==> src/dal_regs.vh <==
// Register map, alarm layout and timing constants for the alarm latch
`ifndef DAL_REGS_VH
`define DAL_REGS_VH

// Register byte offsets
`define DAL_CTRL_OFS 8'h00
`define DAL_INIT_DISP_OFS 8'h04
`define DAL_ALARM_OFS 8'h08
`define DAL_IRQ_STAT_OFS 8'h0c
`define DAL_IRQ_MASK_OFS 8'h10
`define DAL_DISPLAY_OFS 8'h14
`define DAL_HOLD_ALARM_OFS 8'h18

// Control register fields (write-only strobes, read as zero)
`define DAL_CTRL_KEYPAD_RESET 0
`define DAL_CTRL_POS_PRESET 1

// Interrupt status and mask fields
`define DAL_IRQ_NEW_ALARM 0
`define DAL_IRQ_RESET_DONE 1
`define DAL_IRQ_W 2

// Reset values
`define DAL_INIT_DISP_RST 8'h00
`define DAL_IRQ_MASK_RST 2'h0

// Alarm vector layout
`define DAL_ALARM_W 26
`define DAL_OVERCURRENT_FIRST 0
`define DAL_OVERCURRENT_SECOND 1
`define DAL_OVERCURRENT_THIRD 2
`define DAL_OVERSPEED 3
`define DAL_CONTROL_SUPPLY_UNDERVOLTAGE 4
`define DAL_OVERVOLTAGE 5
`define DAL_ENCODER_FAULT_FIRST 6
`define DAL_ENCODER_FAULT_SECOND 7
`define DAL_CIRCUIT_TROUBLE 8
`define DAL_MEMORY_ERROR 9
`define DAL_ENCODER_LINK_FAULT 10
`define DAL_ENCODER_MATCH_FAULT 11
`define DAL_CONTROL_SIGNAL_FAULT 12
`define DAL_OVERLOAD_FIRST 13
`define DAL_OVERLOAD_SECOND 14
`define DAL_MAIN_SUPPLY_UNDERVOLTAGE 15
`define DAL_REGEN_TRANSISTOR_FAULT 16
`define DAL_DEVIATION_OVERFLOW 17
`define DAL_DRIVE_OVERHEAT 18
`define DAL_ABSOLUTE_DATA_LOST_FIRST 19
`define DAL_ABSOLUTE_DATA_LOST_SECOND 20
`define DAL_ABSOLUTE_DATA_LOST_THIRD 21
`define DAL_MULTITURN_OVERFLOW 22
`define DAL_EXTERNAL_TERMINAL_ALARM 23
`define DAL_SPEED_RUNAWAY 24
`define DAL_HOMING_TIMEOUT 25

// Alarms released by any reset request
`define DAL_RESETTABLE_MASK 26'h386e43f
// Alarms released by a position preset
`define DAL_PRESET_MASK 26'h0780000

// Two-key hold time
`define DAL_HOLD_TIME_MS 1000
`define DAL_CLK_MHZ 250
`define DAL_HOLD_CYCLES (`DAL_HOLD_TIME_MS * 1000 * `DAL_CLK_MHZ)

`endif

==> src/dal_alarm_latch.v <==
// Alarm latch, reset manager, keypad display select and APB registers
//
// Operation
// - While any alarm is latched, the display shows its alarm code.
// - Outside controller pulses the reset input on then off to clear.
// - Keypad reset function in additional function mode also resets alarms.
// - Up and down held together one second on alarm screen resets.
// - After a reset the display returns to the initial display item.
// - Reset clears overcurrent, overspeed, voltage, overload and similar alarms.
// - Reset leaves encoder, circuit, memory and absolute-data alarms latched; the code clears encoder link fault on reset.
// - Non-resettable alarms outside the preset group are released only by a power cycle.
// - Position preset clears absolute data lost and multi-turn overflow.
// - No reset method releases a non-resettable alarm.
//
// The implementer's own choices: the address map and register access over APB.
`timescale 1ns/10ps
`include "dal_regs.vh"

module dal_alarm_latch #(
    parameter HOLD_CYCLES = `DAL_HOLD_CYCLES,
    parameter CNT_W = 28,
    parameter DISP_W = 8
) (
    input wire sys_clk,
    input wire rst,
    // APB slave
    input wire psel,
    input wire penable,
    input wire pwrite,
    input wire [7:0] paddr,
    input wire [31:0] pwdata,
    output reg [31:0] prdata,
    output reg pready,
    output reg pslverr,
    // Fault detectors, same clock, level while the fault is present
    input wire [`DAL_ALARM_W-1:0] alarm_cond,
    // Discrete alarm reset input pin, active high
    input wire alarm_reset_in,
    // Keypad pins, active low while pressed
    input wire key_up_n,
    input wire key_down_n,
    // Keypad menu strobes, same clock, one-cycle pulses
    input wire keypad_reset_function,
    input wire position_preset,
    // Display and status
    output reg disp_alarm_r,
    output reg [DISP_W-1:0] disp_code_r,
    output reg [`DAL_ALARM_W-1:0] alarm_r,
    output reg reset_done_r,
    output reg irq_r
);

    // Hold count is cut to the counter width on purpose; CNT_W must be wide
    // enough for HOLD_CYCLES or the two-key reset fires early
    localparam [31:0] HOLD_LAST_W = HOLD_CYCLES - 1;
    localparam [CNT_W-1:0] HOLD_LAST = HOLD_LAST_W[CNT_W-1:0];
    localparam [`DAL_ALARM_W-1:0] RST_MASK = `DAL_RESETTABLE_MASK;
    localparam [`DAL_ALARM_W-1:0] PRE_MASK = `DAL_PRESET_MASK;

    // Two-key hold states
    localparam [2:0] KEY_IDLE = 3'b001;
    localparam [2:0] KEY_HOLD = 3'b010;
    localparam [2:0] KEY_DONE = 3'b100;

    // Pin synchronisers
    reg rst_in_s1_r;
    reg rst_in_s2_r;
    reg rst_in_s3_r;
    reg up_s1_r;
    reg up_s2_r;
    reg dn_s1_r;
    reg dn_s2_r;

    // Key hold machine
    reg [2:0] key_state_r;
    reg [2:0] key_state_nxt;
    reg [CNT_W-1:0] hold_cnt_r;
    reg [CNT_W-1:0] hold_cnt_nxt;
    reg key_reset;

    // Software visible state
    reg [DISP_W-1:0] init_disp_r;
    reg [DISP_W-1:0] disp_item_r;
    reg [`DAL_IRQ_W-1:0] irq_stat_r;
    reg [`DAL_IRQ_W-1:0] irq_mask_r;
    reg sw_reset_r;
    reg sw_preset_r;

    // Derived terms
    wire both_keys;
    wire pin_reset;
    wire reset_req;
    wire preset_req;
    wire apb_acc;
    wire apb_wr;
    wire apb_rd_setup;
    wire wr_ctrl;
    wire wr_init;
    wire wr_mask;
    wire wr_stat;
    wire [`DAL_ALARM_W-1:0] clear_mask;
    wire [`DAL_ALARM_W-1:0] alarm_nxt;
    wire new_alarm;
    wire [`DAL_IRQ_W-1:0] irq_set;
    wire [`DAL_IRQ_W-1:0] irq_clr;
    wire [`DAL_IRQ_W-1:0] irq_stat_nxt;
    reg addr_ok;
    reg [31:0] rd_mux;

    // Lowest set alarm index; the lowest-numbered set bit wins the display, whatever order the alarms came in
    function [DISP_W-1:0] first_alarm;
        input [`DAL_ALARM_W-1:0] vec;
        integer i;
        begin
            first_alarm = {DISP_W{1'b0}};
            for (i = `DAL_ALARM_W - 1; i >= 0; i = i - 1) begin
                if (vec[i]) begin
                    first_alarm = i[DISP_W-1:0];
                end
            end
        end
    endfunction

    // Two flops before any logic looks at a pin; third flop is for the edge
    // Keys reset to released, matching their idle level, so no false press
    always @(posedge sys_clk) begin
        if (rst) begin
            rst_in_s1_r <= 1'b0;
            rst_in_s2_r <= 1'b0;
            rst_in_s3_r <= 1'b0;
            up_s1_r <= 1'b0;
            up_s2_r <= 1'b0;
            dn_s1_r <= 1'b0;
            dn_s2_r <= 1'b0;
        end else begin
            rst_in_s1_r <= alarm_reset_in;
            rst_in_s2_r <= rst_in_s1_r;
            rst_in_s3_r <= rst_in_s2_r;
            up_s1_r <= ~key_up_n;
            up_s2_r <= up_s1_r;
            dn_s1_r <= ~key_down_n;
            dn_s2_r <= dn_s1_r;
        end
    end

    // Release edge only, so a stuck-on input never clears new alarms
    assign pin_reset = rst_in_s3_r & ~rst_in_s2_r;
    assign both_keys = up_s2_r & dn_s2_r;

    // Hold timer for the two-key reset; fires once per press
    // Limitation: counts sys_clk cycles, so HOLD_CYCLES must follow the clock
    always @* begin
        key_state_nxt = key_state_r;
        hold_cnt_nxt = hold_cnt_r;
        key_reset = 1'b0;
        case (key_state_r)
            KEY_IDLE: begin
                // Counter parked at zero until both keys show
                hold_cnt_nxt = {CNT_W{1'b0}};
                if (both_keys && disp_alarm_r) begin
                    key_state_nxt = KEY_HOLD;
                end
            end
            KEY_HOLD: begin
                // Any release or leaving the alarm screen restarts timing
                if (!both_keys || !disp_alarm_r) begin
                    key_state_nxt = KEY_IDLE;
                end else if (hold_cnt_r == HOLD_LAST) begin
                    key_reset = 1'b1;
                    key_state_nxt = KEY_DONE;
                end else begin
                    hold_cnt_nxt = hold_cnt_r + 1'b1;
                end
            end
            KEY_DONE: begin
                // Wait for a key release before a second reset can fire
                if (!both_keys) begin
                    key_state_nxt = KEY_IDLE;
                end
            end
            default: begin
                // A corrupted one-hot code recovers to idle
                key_state_nxt = KEY_IDLE;
            end
        endcase
    end

    always @(posedge sys_clk) begin
        if (rst) begin
            key_state_r <= KEY_IDLE;
            hold_cnt_r <= {CNT_W{1'b0}};
        end else begin
            key_state_r <= key_state_nxt;
            hold_cnt_r <= hold_cnt_nxt;
        end
    end

    // All four reset sources (pin, keypad function, ctrl register, two-key hold) merge into one request
    // Requests from several sources in one cycle act as a single reset
    assign reset_req = pin_reset | keypad_reset_function | sw_reset_r |
                       key_reset;
    assign preset_req = position_preset | sw_preset_r;

    // Only the resettable group can ever be cleared by a reset request
    assign clear_mask = (reset_req ? RST_MASK : {`DAL_ALARM_W{1'b0}}) |
                        (preset_req ? PRE_MASK : {`DAL_ALARM_W{1'b0}});

    // A fault present in the clear cycle keeps its alarm set
    assign alarm_nxt = (alarm_r & ~clear_mask) | alarm_cond;
    assign new_alarm = |(alarm_cond & ~alarm_r);

    // Alarm latch; only power-on reset clears the whole vector
    always @(posedge sys_clk) begin
        if (rst) begin
            alarm_r <= {`DAL_ALARM_W{1'b0}};
        end else begin
            alarm_r <= alarm_nxt;
        end
    end

    // Display: alarm code overrides normal content while anything is latched
    // The code follows alarm_nxt, one level of logic deeper, so display and
    // latch change on the same edge
    always @(posedge sys_clk) begin
        if (rst) begin
            disp_alarm_r <= 1'b0;
            disp_code_r <= {DISP_W{1'b0}};
            disp_item_r <= {DISP_W{1'b0}};
            reset_done_r <= 1'b0;
        end else begin
            reset_done_r <= reset_req;
            if (reset_req) begin
                disp_item_r <= init_disp_r;
            end
            disp_alarm_r <= |alarm_nxt;
            if (|alarm_nxt) begin
                disp_code_r <= first_alarm(alarm_nxt);
            end else if (reset_req) begin
                disp_code_r <= init_disp_r;
            end else begin
                disp_code_r <= disp_item_r;
            end
        end
    end

    // APB decode; one wait state, pready rises in the second access cycle
    assign apb_acc = psel & penable & pready;
    assign apb_wr = apb_acc & pwrite;
    assign apb_rd_setup = psel & penable & ~pready;

    // Per-register write strobes, only on the committing access edge;
    // writes to read-only or unmapped offsets match none and are dropped
    assign wr_ctrl = apb_wr && (paddr == `DAL_CTRL_OFS);
    assign wr_init = apb_wr && (paddr == `DAL_INIT_DISP_OFS);
    assign wr_mask = apb_wr && (paddr == `DAL_IRQ_MASK_OFS);
    assign wr_stat = apb_wr && (paddr == `DAL_IRQ_STAT_OFS);

    always @* begin
        addr_ok = 1'b1;
        rd_mux = 32'h00000000;
        case (paddr)
            `DAL_CTRL_OFS: begin
                rd_mux = 32'h00000000;
            end
            `DAL_INIT_DISP_OFS: begin
                rd_mux[DISP_W-1:0] = init_disp_r;
            end
            `DAL_ALARM_OFS: begin
                rd_mux[`DAL_ALARM_W-1:0] = alarm_r;
            end
            `DAL_IRQ_STAT_OFS: begin
                rd_mux[`DAL_IRQ_W-1:0] = irq_stat_r;
            end
            `DAL_IRQ_MASK_OFS: begin
                rd_mux[`DAL_IRQ_W-1:0] = irq_mask_r;
            end
            `DAL_DISPLAY_OFS: begin
                rd_mux[DISP_W-1:0] = disp_code_r;
                rd_mux[31] = disp_alarm_r;
            end
            `DAL_HOLD_ALARM_OFS: begin
                rd_mux[`DAL_ALARM_W-1:0] = alarm_r & ~RST_MASK;
            end
            default: begin
                // Hole: flagged with pslverr, reads give zero
                addr_ok = 1'b0;
            end
        endcase
    end

    // Read data is caught in the wait cycle so it stands with pready
    always @(posedge sys_clk) begin
        if (rst) begin
            pready <= 1'b0;
            pslverr <= 1'b0;
            prdata <= 32'h00000000;
        end else begin
            pready <= apb_rd_setup;
            pslverr <= apb_rd_setup & ~addr_ok;
            if (apb_rd_setup && !pwrite) begin
                prdata <= rd_mux;
            end
        end
    end

    // Software registers; ctrl strobes self-clear after one cycle
    always @(posedge sys_clk) begin
        if (rst) begin
            init_disp_r <= `DAL_INIT_DISP_RST;
            irq_mask_r <= `DAL_IRQ_MASK_RST;
            sw_reset_r <= 1'b0;
            sw_preset_r <= 1'b0;
        end else begin
            sw_reset_r <= 1'b0;
            sw_preset_r <= 1'b0;
            // A zero written to a strobe bit leaves it idle
            if (wr_ctrl) begin
                sw_reset_r <= pwdata[`DAL_CTRL_KEYPAD_RESET];
                sw_preset_r <= pwdata[`DAL_CTRL_POS_PRESET];
            end
            if (wr_init) begin
                init_disp_r <= pwdata[DISP_W-1:0];
            end
            if (wr_mask) begin
                irq_mask_r <= pwdata[`DAL_IRQ_W-1:0];
            end
        end
    end

    // Sticky events, write one to clear; a new event beats its clear
    // irq_r follows the next status so it rises on the same edge as the bit
    assign irq_set[`DAL_IRQ_NEW_ALARM] = new_alarm;
    assign irq_set[`DAL_IRQ_RESET_DONE] = reset_req;
    assign irq_clr = wr_stat ? pwdata[`DAL_IRQ_W-1:0] : {`DAL_IRQ_W{1'b0}};
    assign irq_stat_nxt = (irq_stat_r & ~irq_clr) | irq_set;

    always @(posedge sys_clk) begin
        if (rst) begin
            irq_stat_r <= {`DAL_IRQ_W{1'b0}};
            irq_r <= 1'b0;
        end else begin
            irq_stat_r <= irq_stat_nxt;
            irq_r <= |(irq_stat_nxt & irq_mask_r);
        end
    end

endmodule

==> config.mk <==
export PLATFORM = sky130hd
export DESIGN_NAME = dal_alarm_latch
export DESIGN_NICKNAME = d
export VERILOG_FILES = /design/src/dal_alarm_latch.v
export VERILOG_INCLUDE_DIRS = /design/src
export SDC_FILE = /design/constraint.sdc
export NUM_CORES = 1
export LEC_CHECK = 0
export ABC_CLOCK_PERIOD_IN_PS = 6050
export BUFFER_PORTS_ARGS = -buffer_cell sky130_fd_sc_hd__buf_2
export CAP_MARGIN = 20
export CORE_UTILIZATION = 59
export CTS_BUF_LIST = sky130_fd_sc_hd__clkbuf_4 sky130_fd_sc_hd__clkbuf_8
export DETAILED_ROUTE_END_ITERATION = 6
export PLACE_DENSITY = 0.92
export SETUP_SLACK_MARGIN = 0.1
export SLEW_MARGIN = 10
export SYNTH_ARGS = -nofsm -noshare
export SYNTH_HDL_FRONTEND = slang
export SYNTH_SLANG_ARGS = --single-unit
==> constraint.sdc <==
create_clock -name sys_clk -period 6.05 [get_ports sys_clk]
set_clock_uncertainty 0.1 [all_clocks]
set_input_delay 0.3025 -clock sys_clk [delete_from_list [all_inputs] [get_ports sys_clk]]
set_output_delay 0.3025 -clock sys_clk [all_outputs]
set_load 0.03 [all_outputs]
# Word-level counts from Yosys, hierarchy flattened
# Cells that the tools add are included.
# W data, S select, Z words.
[word_totals]
inputBits = 76
reg_bits = 126
output_inout_bits = 71
[classes]
n_mux = 47
n_addsub = 1
n_bitwise = 27
n_eq_ne = 15
reduce_logical = 19
[op_table]
columns = ["op", "count"]
rows = [
  ["$mux W8", 27],
  ["$mux W28", 2],
  ["$pmux W28 S2", 1],
  ["$and A26 B26 Y26", 2],
  ["$not A26 Y26", 2],
  ["$reduce_or A26 Y1", 2],
  ["$pmux W18 S2", 1],
  ["$add A28 B1 Y28 const B", 1],
  ["$eq A28 B28 Y1 const B", 1],
  ["$mux W26", 1],
  ["$or A26 B23 Y26", 1],
  ["$or A26 B26 Y26", 1],
  ["$eq A8 B5 Y1 const B", 3],
  ["$pmux W6 S4", 1],
  ["$mux W23", 1],
  ["$eq A8 B4 Y1 const B", 2],
  ["$mux W3", 4],
  ["$pmux W2 S5", 1],
  ["$pmux W3 S3", 1],
  ["$eq A8 B3 Y1 const B", 1],
  ["$logic_not A8 Y1", 1],
  ["$ne A2 B2 Y1 const B", 4],
  ["$and A1 B1 Y1", 7],
  ["$reduce_or A7 Y1", 1],
  ["other kinds (18)", 40],
]

# Longest topological paths before layout
[logic_depth]
ltp_word = 38
depth_mapped = 12

# Worst setup path before layout
# Ideal clock, no wire load.
[synth_path]
path_type = "register to register"
start = "register hold_cnt_r[0]"
end = "register hold_cnt_r[26]"
t_required_ns = 5.822
path_buffers = 3
stages_incl_launch_ff = 13
path_slack_ns = 3.470
t_arrival_ns = 2.353
setup_time_ns = 0.128
path_cell_list = "dfxtp_1 -> ha_1 -> and4b_1 -> nand4_1 -> nor2_1 -> o21ba_1 -> buf_6 -> or4_4 -> buf_6 -> buf_6 -> nor3_4 -> xnor2_1 -> nor2_1"
[synth_between]
elab_chain_len = 4
[synth_lines]
columns = ["element", "line_no", "rtl"]
rows = [
  ["start: declaration", "dal_alarm_latch.v:77", "reg [CNT_W-1:0] hold_cnt_r;"],
  ["start signal: assignment", "dal_alarm_latch.v:191", "hold_cnt_r <= {CNT_W{1'b0}};"],
  ["start signal: assignment", "dal_alarm_latch.v:194", "hold_cnt_r <= hold_cnt_nxt;"],
  ["$add A28 B1 Y28", "dal_alarm_latch.v:172", "hold_cnt_nxt = hold_cnt_r + 1'b1;"],
  ["$mux W28", "dal_alarm_latch.v:168", "end else if (hold_cnt_r == HOLD_LAST) begin"],
  ["$mux W28", "dal_alarm_latch.v:166", "if (!both_keys || !disp_alarm_r) begin"],
  ["$pmux W28 S2", "dal_alarm_latch.v:156", "case (key_state_r)"],
]
# Parallel ways exist; a longest one is shown, timed or not. The select of a mux whose other input is x is not followed.
# A chain may end at the register's enable or synchronous reset.

# Worst setup path after layout
[layout_path]
start = "register hold_cnt_r[0]"
end = "register disp_code_r[0]"
[layout_between]
elab_chain_len = 37
[layout_lines]
columns = ["element", "line_no", "rtl"]
rows = [
  ["$eq A28 B28 Y1 (*)", "dal_alarm_latch.v:168", ""],
  ["$mux W1 (*)", "dal_alarm_latch.v:168", ""],
  ["$mux W1 (*)", "dal_alarm_latch.v:166", ""],
  ["$mux W1 (*)", "dal_alarm_latch.v:156", ""],
  ["$or A1 B1 Y1 (*)", "dal_alarm_latch.v:200", "assign reset_req = pin_reset | keypad_reset_function | sw_reset_r |"],
  ["$mux W26", "dal_alarm_latch.v:205", "assign clear_mask = (reset_req ? RST_MASK : {`DAL_ALARM_W{1'b0}}) |"],
  ["$or A26 B23 Y26", "dal_alarm_latch.v:205", ""],
  ["$not A26 Y26", "dal_alarm_latch.v:209", "assign alarm_nxt = (alarm_r & ~clear_mask) | alarm_cond;"],
  ["$and A26 B26 Y26", "dal_alarm_latch.v:209", ""],
  ["$or A26 B26 Y26", "dal_alarm_latch.v:209", ""],
  ["$mux W5", "dal_alarm_latch.v:117", "if (vec[i]) begin"],
  ["$mux W8 (25 in series)", "dal_alarm_latch.v:117", ""],
  ["$mux W8 (*)", "dal_alarm_latch.v:236", "if (|alarm_nxt) begin"],
  ["end signal: assignment", "dal_alarm_latch.v:237", "disp_code_r <= first_alarm(alarm_nxt);"],
  ["end signal: assignment", "dal_alarm_latch.v:239", "disp_code_r <= init_disp_r;"],
  ["end signal: assignment", "dal_alarm_latch.v:241", "disp_code_r <= disp_item_r;"],
  ["end: declaration", "dal_alarm_latch.v:47", "output reg [DISP_W-1:0] disp_code_r,"],
]
# Every way passes the cells marked *; elsewhere a longest branch is shown, timed or not.

==> key figures <==
Yosys
  • XOR/XNOR share of the synthesized area: 0.0280
  • Yosys reg bits: 126
  • Avg Cell Area, Syn: 8.25 sq um
  • Area share of the largest cell type after synthesis: 0.448
  • Post-synth ARST share: 0
  • Adder-cell share of the synthesized area: 0.00222
  • Register area share after synthesis: 0.448
  • Ys Warns: 0
  • Most common cell in the synthesized netlist: dfxtp_1
  • Number of distinct library cells after synthesis: 75
  • Predominant post-synthesis flop cell: dfxtp_1
  • Synth Cell Area: 5630 sq um
  • Synth top cells by count: dfxtp_1, nand2_1, nor2_1, a21oi_1, nand3_1
  • Area leader, netlist: dfxtp_1
  • Compound-Gate Fraction of Synth Area: 0.165
  • EDFF count, synth: 0
  • Mux contribution to synthesized area: 0.0178
  • Simple-gate portion of the synthesized area: 0.286
  • Mapped Cells: 682
  • Largest cells by area after synthesis: dfxtp_1, nand2_1, nor2_1, a21oi_1, nand3_1
  • Main combinational cell family by area after synthesis: simple AND/OR/NAND/NOR gates

Placement
  • Port bufs: 117
  • Routability cong.: 0.984
  • Detailed Place HPWL: 11.5 mm

Floorplanning
  • Die area: 9930 sq um
  • I/O pins: 147
  • Core area: 9240 sq um
  • Initial core utilization: 0.609
  • Die W: 99.6 um
  • Row cnt: 35
  • DIE HEIGHT: 99.6 um

Global routing
  • Initial antenna violation count: 0
  • Grt peak-use layer: met2
  • GRT met3 Usage: 0.0752
  • Largest net degree at the start of global routing: 64
  • Vias in the first global route: 5279
  • Global-route wire length before repair: 25.7 mm
  • M2 GR Usage: 0.531
  • GR Util met1: 0.416
  • GRT overflow: 0
  • GRT Resource Usage Total: 0.331

Timing
  • Slew Viols, Final: 0
  • RSZ-0062 raised after global routing: false
  • Final count of hold timing violations: 0
  • Max Fclk: 308 MHz
  • Worst relative slew slack: 0.308
  • Fin Setup TNS: 0 ps
  • Min cycle time layout: 3250 ps
  • Setup-failing EPs final: 0
  • Tightest Pin Transition: 1030 ps
  • Hold WS: 31.8 ps
  • Fin crit share: 0.537

Setup path
  • Crit end category: register
  • Critical path peak fanout: 10
  • Worst setup path class: reg -> reg
  • Nature of the critical path startpoint: register
  • WP data required: 6330 ps
  • Critical Path AT: 3530 ps

Routing
  • Antenna Nets Post-Route: 0
  • Vias: 5665
  • Iter 0 DRT Violations: 537
  • Remaining DRCs: 7
  • Via-to-Cell Ratio: 6.07
  • Routed WL per cell: 17.5 um
  • Routed WL: 16.3 mm
  • First-pass iteration count of the detailed router: 7

Clocking
  • Num CTS Buffers: 17
  • Max H-tree Level: 4
  • Clk Latency, worst-skew pair: 430 ps
  • CTS Buffer Depth: 2
  • CTS tree: built
  • Clk Tree Root Cell: clkbuf_8
  • Worst-path clk slew: 80 ps
  • Postcts setup bufs: 0
  • Clock sink count: 126

Outcome
  • Run status: finished with violations
  • Violated checks: DRC

Flow run
  • Max-cap violations: 0

Finish
  • N_diodes: 0
  • Layout cells sized above 1: 0.219
  • Final core utilization: 0.721
  • NumNets Final: 870
  • Layout area overhead: 18.3%

Hold path
  • HP Class: in -> reg

Power
  • Largest vdd supply drop: 0.299 mV
  • Pwr dens: 264 nW/um^2
  • P_leak: 2.69 nW
-- registers in the layout (all words and copies together), names as in the netlist, 2 cells and up --
register     cells
key_state_r      3
alarm_r         26
disp_item_r      8
disp_code_r      8
irq_stat_r       2
irq_mask_r       2
init_disp_r      8
hold_cnt_r      28
prdata          27
-- worst max-delay path, cell delays in order, from the launching register on --
cell and delay [ps]:
dfxtp_1 430, ha_1 240, and4b_1 210, nand4_1 200, nor3_4 460, o31ai_1 260
nor4_1 520, nand3_1 330, o31ai_1 330, a21o_1 110
-- what timing repair did --
item	CTS	global route
hold endpoints to repair	3	0
resized for setup	0	0
hold buffers	3	0
setup endpoints to repair	0	0
-- metal layers --
metal  wire length [um]  part of all wire
met2               7710              0.47
met1               6540              0.40
met5                  0                 0
met3               1420             0.087
met4                668             0.041
-- final timing paths --
kind                 start        endpoint  slack, ps  depth (start not counted)
max          hold_cnt_r[0]  disp_code_r[0]       2800                          9
min              pwdata[2]  init_disp_r[2]         30                          3
max reg2reg  hold_cnt_r[0]  disp_code_r[0]       2800                          9
min reg2reg        dn_s1_r         dn_s2_r        350                          1
-- power by group --
group          switching, mW  total, mW  internal (mW)
clock                  0.335      0.723          0.388
sequential            0.0259      0.873          0.847
combinational          0.109      0.160         0.0512
-- layout make-up --
cell class | instances | area (sq um)
inverters | 29 | 109
repair buffers | 124 | 646
flip-flops and latches | 126 | 2520
fillers | 702 | 2580
clock inverters | 10 | 115
multi-input cells | 495 | 2830
well taps | 129 | 161
clock buffers | 21 | 270
-- stage by stage --
stage	power [mW]	setup slack (ps)	area, sq um	std cells
finish	1.76	2800	6660	934
global route	1.81	2680	6660	934
CTS	1.76	2890	6660	934
detailed placement	1.04	2970	6240	900
global placement	1.04	2980	6240	900
floorplan	0.982	3470	5640	686
-- cells by family (layout without fill, tap and decap cells) --
family / count (synthesis) / in the layout
AO/OA/AOI/OAI: 145 / 145
XOR/XNOR: 18 / 18
adder cells (fa/ha/maj): 1 / 1
buffers and inverters: 65 / 184
flip-flops: 126 / 126
multiplexers: 10 / 10
other: 1 / 5
AND/OR/NAND/NOR: 316 / 316
-- cells in the final DEF, fill, tap and decap left out, types with 6 or more instances in the layout --
cell	count
a21oi_1	61
a22oi_1	10
and3_1	9
buf_2	117
clkbuf_8	18
dfxtp_1	126
inv_1	29
mux2i_1	10
nand2_1	89
nand3_1	35
nand4_1	6
nor2_1	88
nor2b_1	10
nor3_1	17
nor4_1	8
o21ai_0	15
o22ai_1	12
or3_1	12
xnor2_1	8
xor2_1	10
Note: power is estimated with default switching activity, not from simulation.
